**config.mk**
```make
export PLATFORM = sky130hd
export DESIGN_NAME = pwm_timer
export DESIGN_NICKNAME = d
export VERILOG_FILES = /design/src/shared/timer_pkg.sv /design/src/shared/deadband_if.sv /design/src/logic/deadband_gen.sv /design/src/logic/pwm_timer.sv
export SDC_FILE = /design/constraint.sdc
export NUM_CORES = 1
export LEC_CHECK = 0
export ABC_AREA = 1
export BUFFER_PORTS_ARGS = -buffer_cell sky130_fd_sc_hd__buf_2
export CORE_MARGIN = 2
export CORE_UTILIZATION = 30
export DETAILED_ROUTE_END_ITERATION = 6
export SKIP_LAST_GASP = 1
export SLEW_MARGIN = 20
export SYNTH_ARGS = -nofsm -noshare
export SYNTH_HDL_FRONTEND = slang
export SYNTH_SLANG_ARGS = --single-unit
```
**constraint.sdc**
```tcl
create_clock -name mclk -period 7.21 [get_ports mclk]
set_input_delay 0.3605 -clock mclk [delete_from_list [all_inputs] [get_ports mclk]]
set_output_delay 0.3605 -clock mclk [all_outputs]
set_load 0.02 [all_outputs]
```
**src/shared/timer_pkg.sv**
```systemverilog
package timer_pkg;
	// ----------------------------------------------------------------
	// register byte offsets
	// ----------------------------------------------------------------
	localparam logic [7:0] OFF_CTRL   = 8'h00; // run, mode, reload, update
	localparam logic [7:0] OFF_PRESC  = 8'h04; // prescaler value
	localparam logic [7:0] OFF_LOAD   = 8'h08; // period, shadowed
	localparam logic [7:0] OFF_REPEAT = 8'h0C; // repeat count
	localparam logic [7:0] OFF_CCMODE = 8'h10; // two bits per pin channel
	localparam logic [7:0] OFF_DEADB  = 8'h14; // rise [7:0], fall [15:8]
	localparam logic [7:0] OFF_FAULT  = 8'h18; // safe p/n [7:0], enable [8]
	localparam logic [7:0] OFF_TRIG   = 8'h1C; // source [4:0], enable [5]
	localparam logic [7:0] OFF_STATUS = 8'h20; // sticky, clear on read
	localparam logic [7:0] OFF_MASK   = 8'h24; // interrupt mask
	localparam logic [7:0] OFF_COUNT  = 8'h28; // live count, read only
	localparam logic [7:0] OFF_OUTEN  = 8'h2C; // dma [0], adc trigger [1]
	localparam logic [7:0] OFF_CC0    = 8'h40; // six compare words follow
	// ----------------------------------------------------------------
	// sizes and field positions
	// ----------------------------------------------------------------
	localparam int NCH     = 6; // four pin channels plus two internal
	localparam int NPIN    = 4; // channels that reach pins
	localparam int CTL_EN  = 0; // counter run
	localparam int CTL_MD  = 1; // count mode, two bits
	localparam int CTL_RLD = 3; // repeat-reload
	localparam int CTL_UPD = 4; // shadow update enable
	localparam int FLT_EN  = 8; // fault input enable
	localparam int TRG_EN  = 5; // cross trigger enable
	localparam int ST_PER  = 0; // period event
	localparam int ST_CC   = 1; // six channel events from here
	localparam int ST_FLT  = 7; // fault seen
	localparam int ST_TRG  = 8; // cross trigger taken
	localparam int STW     = 9; // status width
	// ----------------------------------------------------------------
	// reset values and trigger sources
	// ----------------------------------------------------------------
	localparam logic [15:0] LOAD_RST  = 16'hFFFF; // full period
	localparam logic [31:0] ZERO_RST  = 32'h0000_0000; // other registers
	localparam logic [4:0]  TSEL_SUB0 = 5'h10; // event subscriber zero
	localparam logic [4:0]  TSEL_SUB1 = 5'h11; // event subscriber one
	localparam logic [4:0]  TSEL_PEER = 5'h06; // peers below this
	// ----------------------------------------------------------------
	// modes
	// ----------------------------------------------------------------
	typedef enum logic [1:0] {CM_DOWN, CM_UP, CM_UPDOWN, CM_RSVD} cnt_mode_t;
	typedef enum logic [1:0] {CC_COMPARE, CC_CAPTURE, CC_PWM, CC_ONESHOT}
		cc_mode_t;
endpackage

```
**src/shared/deadband_if.sv**
```systemverilog
`timescale 1ns/1ps
`default_nettype none
interface deadband_if;
	logic [3:0] raw;     // undelayed pwm per pin channel
	logic [7:0] rise;    // delay before the high side turns on
	logic [7:0] fall;    // delay before the low side turns on
	logic       fault;   // force safe levels
	logic [7:0] safe;    // safe p [3:0], safe n [7:4]
	logic [3:0] out_p;   // high-side output
	logic [3:0] out_n;   // complementary output
	modport core (output raw, rise, fall, fault, safe, input out_p, out_n);
	modport gen  (input raw, rise, fall, fault, safe, output out_p, out_n);
endinterface
`default_nettype wire

```
**src/logic/deadband_gen.sv**
```systemverilog
`timescale 1ns/1ps
`default_nettype none
module deadband_gen
	import timer_pkg::*;
(
	input  wire logic mclk,
	input  wire logic rstn,
	deadband_if.gen   db
);
	logic [7:0] cnt_r   [NPIN]; // cycles since the last raw edge
	logic [7:0] cnt_nxt [NPIN];
	logic [3:0] raw_r, raw_nxt;  // previous raw level
	logic [3:0] p_r, p_nxt;      // registered high side
	logic [3:0] n_r, n_nxt;      // registered low side

	// ----------------------------------------------------------------
	// edge delay per channel
	// ----------------------------------------------------------------
	// both sides are off during the delay, so outside a fault the pair never overlaps
	always_comb
	begin
		raw_nxt = db.raw;
		for (int i = 0; i < NPIN; i++)
		begin
			// restart the delay on any edge, saturate otherwise
			if (db.raw[i] != raw_r[i])
				cnt_nxt[i] = 8'h00;
			else if (cnt_r[i] != 8'hFF)
				cnt_nxt[i] = cnt_r[i] + 8'h01;
			else
				cnt_nxt[i] = cnt_r[i];
			p_nxt[i] = db.raw[i] & (cnt_nxt[i] >= db.rise);
			n_nxt[i] = ~db.raw[i] & (cnt_nxt[i] >= db.fall);
		end
		// fault overrides whatever the pwm wants
		if (db.fault)
		begin
			p_nxt = db.safe[3:0];
			n_nxt = db.safe[7:4];
		end
	end

	// registers only
	always_ff @(posedge mclk)
	begin
		if (!rstn)
		begin
			raw_r <= 4'h0;
			p_r   <= 4'h0;
			n_r   <= 4'h0;
			for (int i = 0; i < NPIN; i++)
				cnt_r[i] <= 8'h00;
		end
		else
		begin
			raw_r <= raw_nxt;
			p_r   <= p_nxt;
			n_r   <= n_nxt;
			cnt_r <= cnt_nxt;
		end
	end

	assign db.out_p = p_r;
	assign db.out_n = n_r;
endmodule
`default_nettype wire

```
**src/logic/pwm_timer.sv**
```systemverilog
// Design decisions made here: the register offsets and the APB register port.
`timescale 1ns/1ps
`default_nettype none
module pwm_timer
	import timer_pkg::*;
(
	input  wire logic        mclk,
	input  wire logic        rstn,
	input  wire logic        psel,
	input  wire logic        penable,
	input  wire logic        pwrite,
	input  wire logic [7:0]  paddr,
	input  wire logic [31:0] pwdata,
	output logic      [31:0] prdata,
	output logic             pready,
	output logic             pslverr,
	input  wire logic [3:0]  cap_in,
	input  wire logic        fault_in,
	input  wire logic [5:0]  peer_trig,
	input  wire logic        event_subscriber_port_zero,
	input  wire logic        event_subscriber_port_one,
	output logic      [3:0]  pwm_p,
	output logic      [3:0]  pwm_n,
	output logic             irq,
	output logic             dma_req,
	output logic             adc_trig,
	output logic             primary_trigger_output
);
	import timer_pkg::*;

	// ----------------------------------------------------------------
	// helpers
	// ----------------------------------------------------------------
	// pick the cross trigger source; reserved codes give no trigger
	function automatic logic trig_pick(input logic [4:0] s,
		input logic [5:0] peers, input logic s0, input logic s1);
		if (s < TSEL_PEER)
			return peers[s[2:0]];
		else if (s == TSEL_SUB0)
			return s0;
		else if (s == TSEL_SUB1)
			return s1;
		return 1'b0;
	endfunction

	// ----------------------------------------------------------------
	// state
	// ----------------------------------------------------------------
	logic [5:0]  ctrl_r, ctrl_nxt;     // control bits
	logic [7:0]  presc_r, presc_nxt;   // prescaler value
	logic [15:0] load_r, load_nxt;     // shadow period
	logic [7:0]  rep_r, rep_nxt;       // repeat count
	logic [7:0]  ccm_r, ccm_nxt;       // pin channel modes
	logic [15:0] deadb_r, deadb_nxt;   // dead band delays
	logic [8:0]  flt_r, flt_nxt;       // safe levels, enable
	logic [5:0]  trg_r, trg_nxt;       // trigger select, enable
	logic [STW-1:0] st_r, st_nxt;      // sticky events
	logic [STW-1:0] mask_r, mask_nxt;  // interrupt mask
	logic [1:0]  oen_r, oen_nxt;       // dma and adc enables
	logic [15:0] cc_r   [NCH];         // shadow compare values
	logic [15:0] cc_nxt [NCH];
	logic [31:0] rd_r, rd_nxt;         // read data
	logic        err_r, err_nxt;       // unmapped address seen

	logic [15:0] cnt_r, cnt_nxt;       // the counter
	logic [7:0]  pre_r, pre_nxt;       // prescaler count
	logic [7:0]  rcnt_r, rcnt_nxt;     // repeat progress
	logic        dir_r, dir_nxt;       // up-down: counting up
	logic        run_r, run_nxt;       // counter running
	logic [15:0] lact_r, lact_nxt;     // active period
	logic [15:0] cact_r [NCH];         // active compare values
	logic [15:0] cact_nxt [NCH];
	logic [15:0] cap_r  [NPIN];        // captured counts
	logic [15:0] cap_nxt [NPIN];
	logic [3:0]  out_r, out_nxt;       // raw channel levels
	logic        trg_d_r;              // last trigger level
	logic [3:0]  cs1_r, cs2_r, cs3_r;  // capture sync and edge
	logic        fs1_r, fs2_r;         // fault sync
	logic        dma_r, dma_nxt;       // dma pulse
	logic        adc_r, adc_nxt;       // adc pulse
	logic        ptrg_r, ptrg_nxt;     // primary trigger pulse

	// ----------------------------------------------------------------
	// apb decode
	// ----------------------------------------------------------------
	logic        setup, wr, rd_acc;
	logic        tick, wrap, per_ev, trg_ev;
	logic [5:0]  ev;
	logic [3:0]  cap_edge;
	logic        trg_now;
	cnt_mode_t   cmode;

	assign setup  = psel & ~penable;
	assign wr     = psel & penable & pwrite;
	assign rd_acc = psel & penable & ~pwrite;
	assign pready = psel & penable; // zero wait states
	assign cmode  = cnt_mode_t'(ctrl_r[CTL_MD +: 2]);
	assign cap_edge = cs2_r & ~cs3_r;
	assign trg_now  = trig_pick(trg_r[4:0], peer_trig,
		event_subscriber_port_zero, event_subscriber_port_one);
	assign trg_ev   = trg_r[TRG_EN] & trg_now & ~trg_d_r;

	deadband_if db ();

	// register file next values
	always_comb
	begin
		ctrl_nxt  = ctrl_r;
		presc_nxt = presc_r;
		load_nxt  = load_r;
		rep_nxt   = rep_r;
		ccm_nxt   = ccm_r;
		deadb_nxt = deadb_r;
		flt_nxt   = flt_r;
		trg_nxt   = trg_r;
		mask_nxt  = mask_r;
		oen_nxt   = oen_r;
		cc_nxt    = cc_r;
		rd_nxt    = rd_r;
		err_nxt   = err_r;
		// read data is taken in setup so it leaves a flip-flop
		if (setup)
		begin
			rd_nxt  = ZERO_RST;
			err_nxt = 1'b0;
			unique case (paddr)
			// run bit reads back live, so a trigger start is visible
			OFF_CTRL:   rd_nxt[5:0]  = {ctrl_r[5:1], run_r};
			OFF_PRESC:  rd_nxt[7:0]  = presc_r;
			OFF_LOAD:   rd_nxt[15:0] = load_r;
			OFF_REPEAT: rd_nxt[7:0]  = rep_r;
			OFF_CCMODE: rd_nxt[7:0]  = ccm_r;
			OFF_DEADB:  rd_nxt[15:0] = deadb_r;
			OFF_FAULT:  rd_nxt[8:0]  = flt_r;
			OFF_TRIG:   rd_nxt[5:0]  = trg_r;
			OFF_STATUS: rd_nxt[STW-1:0] = st_r;
			OFF_MASK:   rd_nxt[STW-1:0] = mask_r;
			OFF_COUNT:  rd_nxt[15:0] = cnt_r;
			OFF_OUTEN:  rd_nxt[1:0]  = oen_r;
			default:
			begin
				err_nxt = 1'b1;
				for (int i = 0; i < NCH; i++)
					if (paddr == OFF_CC0 + 8'(4 * i))
					begin
						err_nxt = 1'b0;
						// capture channels show the captured count
						if (i < NPIN && ccm_r[2*i +: 2] == CC_CAPTURE)
							rd_nxt[15:0] = cap_r[i];
						else
							rd_nxt[15:0] = cc_r[i];
					end
			end
			endcase
		end
		// writes land at the access edge only
		if (wr)
		begin
			unique case (paddr)
			OFF_CTRL:   ctrl_nxt  = pwdata[5:0];
			OFF_PRESC:  presc_nxt = pwdata[7:0];
			OFF_LOAD:   load_nxt  = pwdata[15:0];
			OFF_REPEAT: rep_nxt   = pwdata[7:0];
			OFF_CCMODE: ccm_nxt   = pwdata[7:0];
			OFF_DEADB:  deadb_nxt = pwdata[15:0];
			OFF_FAULT:  flt_nxt   = pwdata[8:0];
			OFF_TRIG:   trg_nxt   = pwdata[5:0];
			OFF_MASK:   mask_nxt  = pwdata[STW-1:0];
			OFF_OUTEN:  oen_nxt   = pwdata[1:0];
			default:
				for (int i = 0; i < NCH; i++)
					if (paddr == OFF_CC0 + 8'(4 * i))
						cc_nxt[i] = pwdata[15:0];
			endcase
		end
	end

	// ----------------------------------------------------------------
	// counter, prescaler, repeat and shadow transfer
	// ----------------------------------------------------------------
	always_comb
	begin
		cnt_nxt  = cnt_r;
		pre_nxt  = pre_r;
		rcnt_nxt = rcnt_r;
		dir_nxt  = dir_r;
		run_nxt  = run_r;
		lact_nxt = lact_r;
		cact_nxt = cact_r;
		tick     = 1'b0;
		wrap     = 1'b0;
		per_ev   = 1'b0;
		// software start or stop follows the run bit
		if (wr && paddr == OFF_CTRL)
			run_nxt = pwdata[CTL_EN];
		if (run_r)
		begin
			// divide by value plus one; zero passes every cycle
			if (pre_r == presc_r)
			begin
				pre_nxt = 8'h00;
				tick    = 1'b1;
			end
			else
				pre_nxt = pre_r + 8'h01;
		end
		if (tick)
		begin
			unique case (cmode)
			CM_UP:
				if (cnt_r == lact_r)
				begin
					cnt_nxt = 16'h0000;
					wrap    = 1'b1;
				end
				else
					cnt_nxt = cnt_r + 16'h0001;
			CM_UPDOWN:
				if (dir_r)
				begin
					dir_nxt = (cnt_r != lact_r);
					cnt_nxt = (cnt_r == lact_r) ? cnt_r - 16'h0001
						: cnt_r + 16'h0001;
				end
				else if (cnt_r == 16'h0000)
				begin
					dir_nxt = 1'b1;
					cnt_nxt = 16'h0001;
					wrap    = 1'b1;
				end
				else
					cnt_nxt = cnt_r - 16'h0001;
			default: // down; the spare code also counts down
				if (cnt_r == 16'h0000)
				begin
					cnt_nxt = lact_r;
					wrap    = 1'b1;
				end
				else
					cnt_nxt = cnt_r - 16'h0001;
			endcase
		end
		if (wrap)
		begin
			// without repeat-reload the counter stops after one period
			if (!ctrl_r[CTL_RLD])
				run_nxt = 1'b0;
			// period end is the only moment shadows move
			if (ctrl_r[CTL_UPD])
			begin
				lact_nxt = load_r;
				cact_nxt = cc_r;
			end
			if (rcnt_r == rep_r)
			begin
				rcnt_nxt = 8'h00;
				per_ev   = 1'b1;
			end
			else
				rcnt_nxt = rcnt_r + 8'h01;
		end
		// a cross trigger restarts the period from its start
		if (trg_ev)
		begin
			run_nxt  = 1'b1;
			pre_nxt  = 8'h00;
			rcnt_nxt = 8'h00;
			dir_nxt  = 1'b1;
			cnt_nxt  = (cmode == CM_DOWN) ? lact_r : 16'h0000;
		end
	end

	// ----------------------------------------------------------------
	// channels, events and status
	// ----------------------------------------------------------------
	always_comb
	begin
		cap_nxt = cap_r;
		out_nxt = out_r;
		ev      = 6'h00;
		for (int i = 0; i < NCH; i++)
		begin
			// internal channels only compare
			if (i >= NPIN)
				ev[i] = tick & (cnt_r == cact_r[i]);
			else
				unique case (cc_mode_t'(ccm_r[2*i +: 2]))
				CC_CAPTURE:
					if (cap_edge[i])
					begin
						cap_nxt[i] = cnt_r;
						ev[i]      = 1'b1;
					end
				CC_COMPARE:
				begin
					ev[i] = tick & (cnt_r == cact_r[i]);
					if (ev[i])
						out_nxt[i] = ~out_r[i];
				end
				CC_PWM:
				begin
					ev[i]      = tick & (cnt_r == cact_r[i]);
					out_nxt[i] = (cnt_r < cact_r[i]);
				end
				CC_ONESHOT:
				begin
					ev[i] = tick & (cnt_r == cact_r[i]);
					if (ev[i])
						out_nxt[i] = 1'b1;
				end
				endcase
		end
		// a mode write rearms one-shot and compare outputs
		if (wr && paddr == OFF_CCMODE)
			out_nxt = 4'h0;
		// set wins over the read clear of the same bit
		st_nxt = st_r;
		if (rd_acc && paddr == OFF_STATUS)
			st_nxt = st_r & ~rd_r[STW-1:0];
		st_nxt[ST_PER] = st_nxt[ST_PER] | per_ev;
		st_nxt[ST_CC +: NCH] = st_nxt[ST_CC +: NCH] | ev;
		st_nxt[ST_FLT] = st_nxt[ST_FLT] | db.fault;
		st_nxt[ST_TRG] = st_nxt[ST_TRG] | trg_ev;
		dma_nxt  = oen_r[0] & per_ev;
		adc_nxt  = oen_r[1] & (per_ev | ev[4]);
		ptrg_nxt = per_ev;
	end

	// all registers, one clocked process
	always_ff @(posedge mclk)
	begin
		if (!rstn)
		begin
			ctrl_r  <= 6'h00;
			presc_r <= 8'h00;
			load_r  <= LOAD_RST;
			rep_r   <= 8'h00;
			ccm_r   <= 8'h00;
			deadb_r <= 16'h0000;
			flt_r   <= 9'h000;
			trg_r   <= 6'h00;
			st_r    <= '0;
			mask_r  <= '0;
			oen_r   <= 2'h0;
			rd_r    <= ZERO_RST;
			err_r   <= 1'b0;
			cnt_r   <= 16'h0000;
			pre_r   <= 8'h00;
			rcnt_r  <= 8'h00;
			dir_r   <= 1'b1;
			run_r   <= 1'b0;
			lact_r  <= LOAD_RST;
			out_r   <= 4'h0;
			trg_d_r <= 1'b0;
			cs1_r   <= 4'h0;
			cs2_r   <= 4'h0;
			cs3_r   <= 4'h0;
			fs1_r   <= 1'b0;
			fs2_r   <= 1'b0;
			dma_r   <= 1'b0;
			adc_r   <= 1'b0;
			ptrg_r  <= 1'b0;
			for (int i = 0; i < NCH; i++)
			begin
				cc_r[i]   <= 16'h0000;
				cact_r[i] <= 16'h0000;
			end
			for (int i = 0; i < NPIN; i++)
				cap_r[i] <= 16'h0000;
		end
		else
		begin
			ctrl_r  <= ctrl_nxt;
			presc_r <= presc_nxt;
			load_r  <= load_nxt;
			rep_r   <= rep_nxt;
			ccm_r   <= ccm_nxt;
			deadb_r <= deadb_nxt;
			flt_r   <= flt_nxt;
			trg_r   <= trg_nxt;
			st_r    <= st_nxt;
			mask_r  <= mask_nxt;
			oen_r   <= oen_nxt;
			rd_r    <= rd_nxt;
			err_r   <= err_nxt;
			cc_r    <= cc_nxt;
			cnt_r   <= cnt_nxt;
			pre_r   <= pre_nxt;
			rcnt_r  <= rcnt_nxt;
			dir_r   <= dir_nxt;
			run_r   <= run_nxt;
			lact_r  <= lact_nxt;
			cact_r  <= cact_nxt;
			cap_r   <= cap_nxt;
			out_r   <= out_nxt;
			trg_d_r <= trg_now;
			cs1_r   <= cap_in;
			cs2_r   <= cs1_r;
			cs3_r   <= cs2_r;
			fs1_r   <= fault_in;
			fs2_r   <= fs1_r;
			dma_r   <= dma_nxt;
			adc_r   <= adc_nxt;
			ptrg_r  <= ptrg_nxt;
		end
	end

	// ----------------------------------------------------------------
	// output stage
	// ----------------------------------------------------------------
	assign db.raw   = out_r;
	assign db.rise  = deadb_r[7:0];
	assign db.fall  = deadb_r[15:8];
	assign db.fault = fs2_r & flt_r[FLT_EN];
	assign db.safe  = flt_r[7:0];

	deadband_gen u_db (
		.mclk (mclk),
		.rstn (rstn),
		.db   (db)
	);

	assign pwm_p   = db.out_p;
	assign pwm_n   = db.out_n;
	assign prdata  = rd_r;
	assign pslverr = pready & err_r;
	assign irq     = |(st_r & mask_r);
	assign dma_req = dma_r;
	assign adc_trig = adc_r;
	assign primary_trigger_output = ptrg_r;
endmodule
`default_nettype wire

```
## After elaboration in Yosys (flattened, before gate mapping)

Cells that the tools add are included.
W data, S select, Z words.

| word-level totals | value |
|---|---|
| bits of input ports | 58 |
| latch bits | 0 |
| register bits after elaboration | 486 |
| memories | 0 |
| ROM bits | 0 |
| output and inout bits | 46 |
| RAM bits | 0 |
| logic and storage cells | 319 |

| cells by class | value |
|---|---|
| reductions and logical operators | 53 |
| $lt $le $gt $ge | 14 |
| mux-type cells | 87 |
| bitwise logic cells | 43 |
| equal/unequal tests | 59 |
| div/mod/pow operators | 0 |
| shift operators | 0 |
| multipliers | 0 |
| add/subtract/negate cells | 8 |

Operators with widths:

| cell | count |
|---|---|
| $mux W16 | 18 |
| $eq A16 B16 Y1 | 7 |
| $mux W8 | 10 |
| $ge A8 B8 Y1 | 8 |
| $lt A16 B16 Y1 | 4 |
| $add A8 B1 Y8 const B | 6 |
| $eq A8 B7 Y1 const B | 6 |
| $pmux W4 S12 | 1 |
| $mux W1 | 40 |
| $eq A8 B5 Y1 const B | 4 |
| $eq A8 B6 Y1 const B | 4 |
| $ne A8 B8 Y1 const B | 4 |
| $pmux W16 S2 | 1 |
| $reduce_and A2 Y1 | 16 |
| $reduce_and A3 Y1 | 10 |
| $pmux W7 S4 | 1 |
| $and A1 B1 Y1 | 24 |
| $pmux W2 S12 | 1 |
| $pmux W2 S10 | 1 |
| $and A9 B9 Y9 | 2 |
| $eq A2 B2 Y1 const B | 9 |
| $reduce_or A9 Y1 | 2 |
| $add A16 B1 Y16 const B | 1 |
| $eq A8 B4 Y1 const B | 2 |
| other kinds (33) | 82 |

## Longest topological paths before layout

| depth | value |
|---|---|
| word-level depth | 9 |
| gate-level depth with buffers | 19 |
| depth with buffers taken out | 19 |

## Cells and area by module

Synthesis repeated with hierarchy kept, for this count alone.

| second synthesis, totals | value |
|---|---|
| cells, all modules | 3676 |
| area total of the unflattened synthesis | 25981.2 µm² |

By module, submodules not included:

| module | seq. area each (µm²) | cells each | times used | area each (µm²) |
|---|---|---|---|---|
| pwm_timer | 8828.5 | 3146 | 1 | 22225.1 |
| deadband_gen | 880.8 | 530 | 1 | 3756.1 |

## Least setup slack after synthesis

No wires, ideal clock.

| timing | value |
|---|---|
| kind | reg2reg |
| from | reg u_db.cnt_r[24] in the netlist's numbering |
| to | reg u_db.n_r[0], in the netlist u_db.db.out_n[0] |
| data required time | 7.078 ns |
| buffers on the path | 0 |
| library setup time | 0.132 ns |
| path slack | 4.805 ns |
| cell stages (with the launch flop) | 18 |
| arrival | 2.273 ns |
| clock period less this slack | 2.405 ns |
| cells stage by stage | dfxtp_1 -> ha_1 -> nand2_1 -> inv_1 -> nand2_1 -> nor2_1 -> nand2_1 -> inv_1 -> nor3_1 -> a21oi_1 -> nor3_1 -> ha_1 -> a21oi_1 -> nor3_1 -> a211oi_1 -> nand2_1 -> nand3_1 -> a21oi_1 |

RTL lines:

| element | RTL line | source |
|---|---|---|
| start: declaration | deadband_gen.sv:10 | `logic [7:0] cnt_r [NPIN];` |
| start signal: assignment | deadband_gen.sv:59 | `cnt_r <= cnt_nxt;` |
| end signal: assignment | deadband_gen.sv:58 | `n_r <= n_nxt;` |
| end: declaration | deadband_gen.sv:14 | `logic [3:0] n_r, n_nxt;` |

## Worst setup path after layout

| timing | value |
|---|---|
| from | reg cnt_r[1] |
| to | reg cact_r[89] in the netlist's numbering |

| between the ends | value |
|---|---|
| word-level cells in the longest chain between the ends | 6 |
| elaborated cells on any way between the ends | 8 |
| those cells by class | eq/ne: 1; mux: 5; reduce/logical: 2 |

Ends and longest elaborated chain:

| element | RTL line | source |
|---|---|---|
| start: declaration | pwm_timer.sv:65 | `logic [15:0] cnt_r, cnt_nxt;` |
| start signal: assignment | pwm_timer.sv:387 | `cnt_r <= cnt_nxt;` |
| $logic_not A16 Y1 | pwm_timer.sv:225, pwm_timer.sv:234 |  |
| $mux W1 | pwm_timer.sv:225, pwm_timer.sv:234 |  |
| $mux W1 | pwm_timer.sv:219 | `if (dir_r)` |
| $pmux W1 S2 * | pwm_timer.sv:209 | `unique case (cmode)` |
| $mux W1 * | pwm_timer.sv:207 | `if (tick)` |
| $reduce_and A2 Y1 (no line) * | n/a |  |
| end signal: assignment | pwm_timer.sv:393 | `cact_r <= cact_nxt;` |
| end: declaration | pwm_timer.sv:71 | `logic [15:0] cact_r [NCH];` |

Every way passes the cells marked *; elsewhere a longest branch is shown, timed or not.
A chain may end at the register's enable or synchronous reset.

==> metrics.cfg <==
[run_status]
status=finished clean

[place]
gp_routability_congestion=0.930
hpwl_mm=64.7
port_buffers=71

[floorplanning]
pin_count=104
rows=106
die_area_um2=86300
die_w_um=294
design.core.area_um2=83400
start_util=0.302
fp.dieH_um=294

[clock_tree]
cts_resized=0
path_clk_slew_ps=60
htree_levels=2
cts_buffers=53
post_cts_buffers=0
cts_tree=done
clockBufferDepth=3
hold_buffers=5
cts_root_buffer=clkbuf_16
worstSkewPairLatency_ps=630
cts_sinks=485

[layout]
final_cell_mix=nand2_1 (611), dfxtp_1 (484), a21oi_1 (464)
nets=3727
post-route-util=0.340
final_common_cell=nand2_1
drive_gt1_frac=0.0777
diodes=0
syn2layout_area_growth_pct=12.6

[pwr]
leakage_nw=12.2
pwr_density_cell_nw_per_um2=210
ir_drop_v=0.000190

[run]
drv_cap=0

[yosys]
synthArstFlopShare=0
ys_types=53
avgSynthCellArea_um2=7.11
yosys_warnings=0
ys_seq_area_frac=0.385
ys_seq_elements=485
synth-edff-count=0
netlist_area_um2=25200
syn_inst=3545
yosys_most_used_dff=dfxtp_1

[worst_setup_path]
cp.required_ps=7730
crit_arrival_ps=5070
crit_path_end_kind=flop
critPathLaunchType=flop
crit_type=reg -> reg
path_max_fanout=148

[routing]
dr_wl_met2_mm=39.2
highest-signal-layer=met4
drtAntennaViolNets=0
routed-via-count=24800
wl_per_cell_um=20.2
wl_met3_mm=10.2
drc_errors=0
wirelength_mm=94.2
wl_met1_mm=42.0
drtIter0Drc=3074
drt_first_pass_iters=6
routed_via_density=5.32

[sta]
fin_crit_sh=0.631
fin_skew_ps=40.1
tightest_slew_ps=1120
rsz0062_at_grt=no
min_period_ps=4550
fin_tns_setup_ps=0
fmax_mhz=220
hold_viol_final=0
report.final.slew_viol_count=0
slew_headroom=0.251
setup_viol=0
timing.hold.ws_ps=99.7

[global_route]
grt_use_total=0.213
antenna_found_initial=3
grt_pass1_vias=21800
overflow=0
grt_pass1_wl_mm=140
grt_max_degree=232

[hold_path]
worstHoldPathType=in -> reg

[critical path, cell delays in order, from the launching register on]
cell and delay (ps):
dfxtp_1 930, inv_2 410, ha_1 350, nand2_1 70, nor2_1 40, nand2_1 490
inv_2 260, nor2_1 360, nor2_4 120, nand3_4 400, buf_12 480, o21ai_0 180
a21oi_1 160
[path summary, 6_finish.rpt]
check	from	end	slack (ps)	depth (start not counted)
setup / recovery	cnt_r[1]$_SDFFE_PN0P_	cact_r[89]$_SDFFE_PN0P_	2660	12
hold / removal	pwdata[9]	deadb_r[9]$_SDFFE_PN0P_	100	3
setup reg to reg	cnt_r[1]$_SDFFE_PN0P_	cact_r[89]$_SDFFE_PN0P_	2660	12
hold reg to reg	cs1_r[3]$_SDFF_PN0_	cs2_r[3]$_SDFF_PN0_	410	2
[synth_stat cells, types with 2 or more instances]
master | n | area, um^2
o2111ai_1 | 8 | 70.1
nor3b_1 | 5 | 37.5
o21ai_0 | 437 | 2190
nand4_1 | 45 | 282
a41oi_1 | 4 | 35.0
buf_6 | 5 | 56.3
nor4_1 | 26 | 163
o21bai_1 | 5 | 37.5
a31o_2 | 2 | 17.5
nor2_2 | 7 | 43.8
nor3_1 | 55 | 275
buf_2 | 25 | 125
buf_4 | 28 | 210
or2_2 | 6 | 37.5
clkbuf_1 | 127 | 477
ha_1 | 134 | 1680
a21oi_1 | 464 | 2320
o21ai_1 | 13 | 65.1
clkbuf_2 | 4 | 20.0
o211ai_2 | 9 | 113
inv_2 | 21 | 78.8
buf_1 | 8 | 30.0
nand3b_1 | 2 | 15.0
nand3_1 | 165 | 826
o211ai_1 | 33 | 248
nand2_1 | 611 | 2290
a21o_1 | 2 | 15.0
and3_1 | 2 | 12.5
a211oi_1 | 14 | 105
a21boi_0 | 2 | 15.0
o221ai_1 | 4 | 35.0
nor3_2 | 3 | 30.0
a31oi_1 | 11 | 68.8
mux2_2 | 5 | 56.3
o22ai_1 | 28 | 175
a221oi_1 | 6 | 52.6
nand3_2 | 2 | 20.0
xor2_1 | 39 | 342
inv_1 | 345 | 1290
dfxtp_1 | 485 | 9710
and2_1 | 4 | 25.0
nor2_1 | 294 | 1100
clkinv_1 | 11 | 41.3
xnor2_1 | 30 | 263
[power by group]
| part | internal [mW] | total, mW | leakage [nW] | switching (mW) |
|---|---|---|---|---|
| Sequential | 2.70 | 2.71 | 3.92 | 0.0133 |
| Clock | 1.74 | 2.96 | 0.941 | 1.23 |
| Combinational | 0.0783 | 0.286 | 7.35 | 0.208 |
[stage by stage]
| stage | instances | setup WS [ps] | total power [mW] | instance area [um^2] |
|---|---|---|---|---|
| 5_1_grt | 4659 | 2440 | 6.14 | 28400 |
| 6_report | 4659 | 2660 | 5.96 | 28400 |
| 3_3_place_gp | 4554 | 2870 | 3.05 | 26400 |
| 4_1_cts | 4658 | 2790 | 5.98 | 28300 |
| 2_1_floorplan | 3560 | 4800 | 2.94 | 25200 |
| 3_5_place_dp | 4554 | 2820 | 3.05 | 26400 |
[kinds of logic after synthesis]
| group | count (synthesis) | share of synthesized area |
|---|---|---|
| compound gates | 1043 | 0.221 |
| xor+xnor | 69 | 0.0240 |
| fa+ha+maj | 134 | 0.0666 |
| buf+inv | 574 | 0.0926 |
| flops | 485 | 0.385 |
| mux | 6 | 0.00263 |
| other cells | 1 | 0.000149 |
| simple gates | 1233 | 0.207 |
[flip-flops by register name (all words and copies together) (netlist names), 16 cells and up]
name	count
cact_r	96
cc_r	96
cap_r	64
u_db.cnt_r	32
cnt_r	16
deadb_r	16
lact_r	16
load_r	16
prdata	16
[area by class of cell]
| class | count | area (um^2) |
|---|---|---|
| Fill cell | 8877 | 55100 |
| Inverter | 377 | 1420 |
| Sequential cell | 485 | 9710 |
| Timing Repair Buffer | 117 | 756 |
| Clock buffer | 62 | 1410 |
| Tap cell | 1080 | 1350 |
| Clock inverter | 37 | 463 |
| Multi-Input combinational cell | 2501 | 13300 |
[metal layers]
metal  global-route usage  up-vias
li1                     -    11900
met1                0.309    11600
met2                0.315     1168
met3               0.0431      163
met4               0.0622        0
met5                    0        -
(Power assumes the default switching activity.)
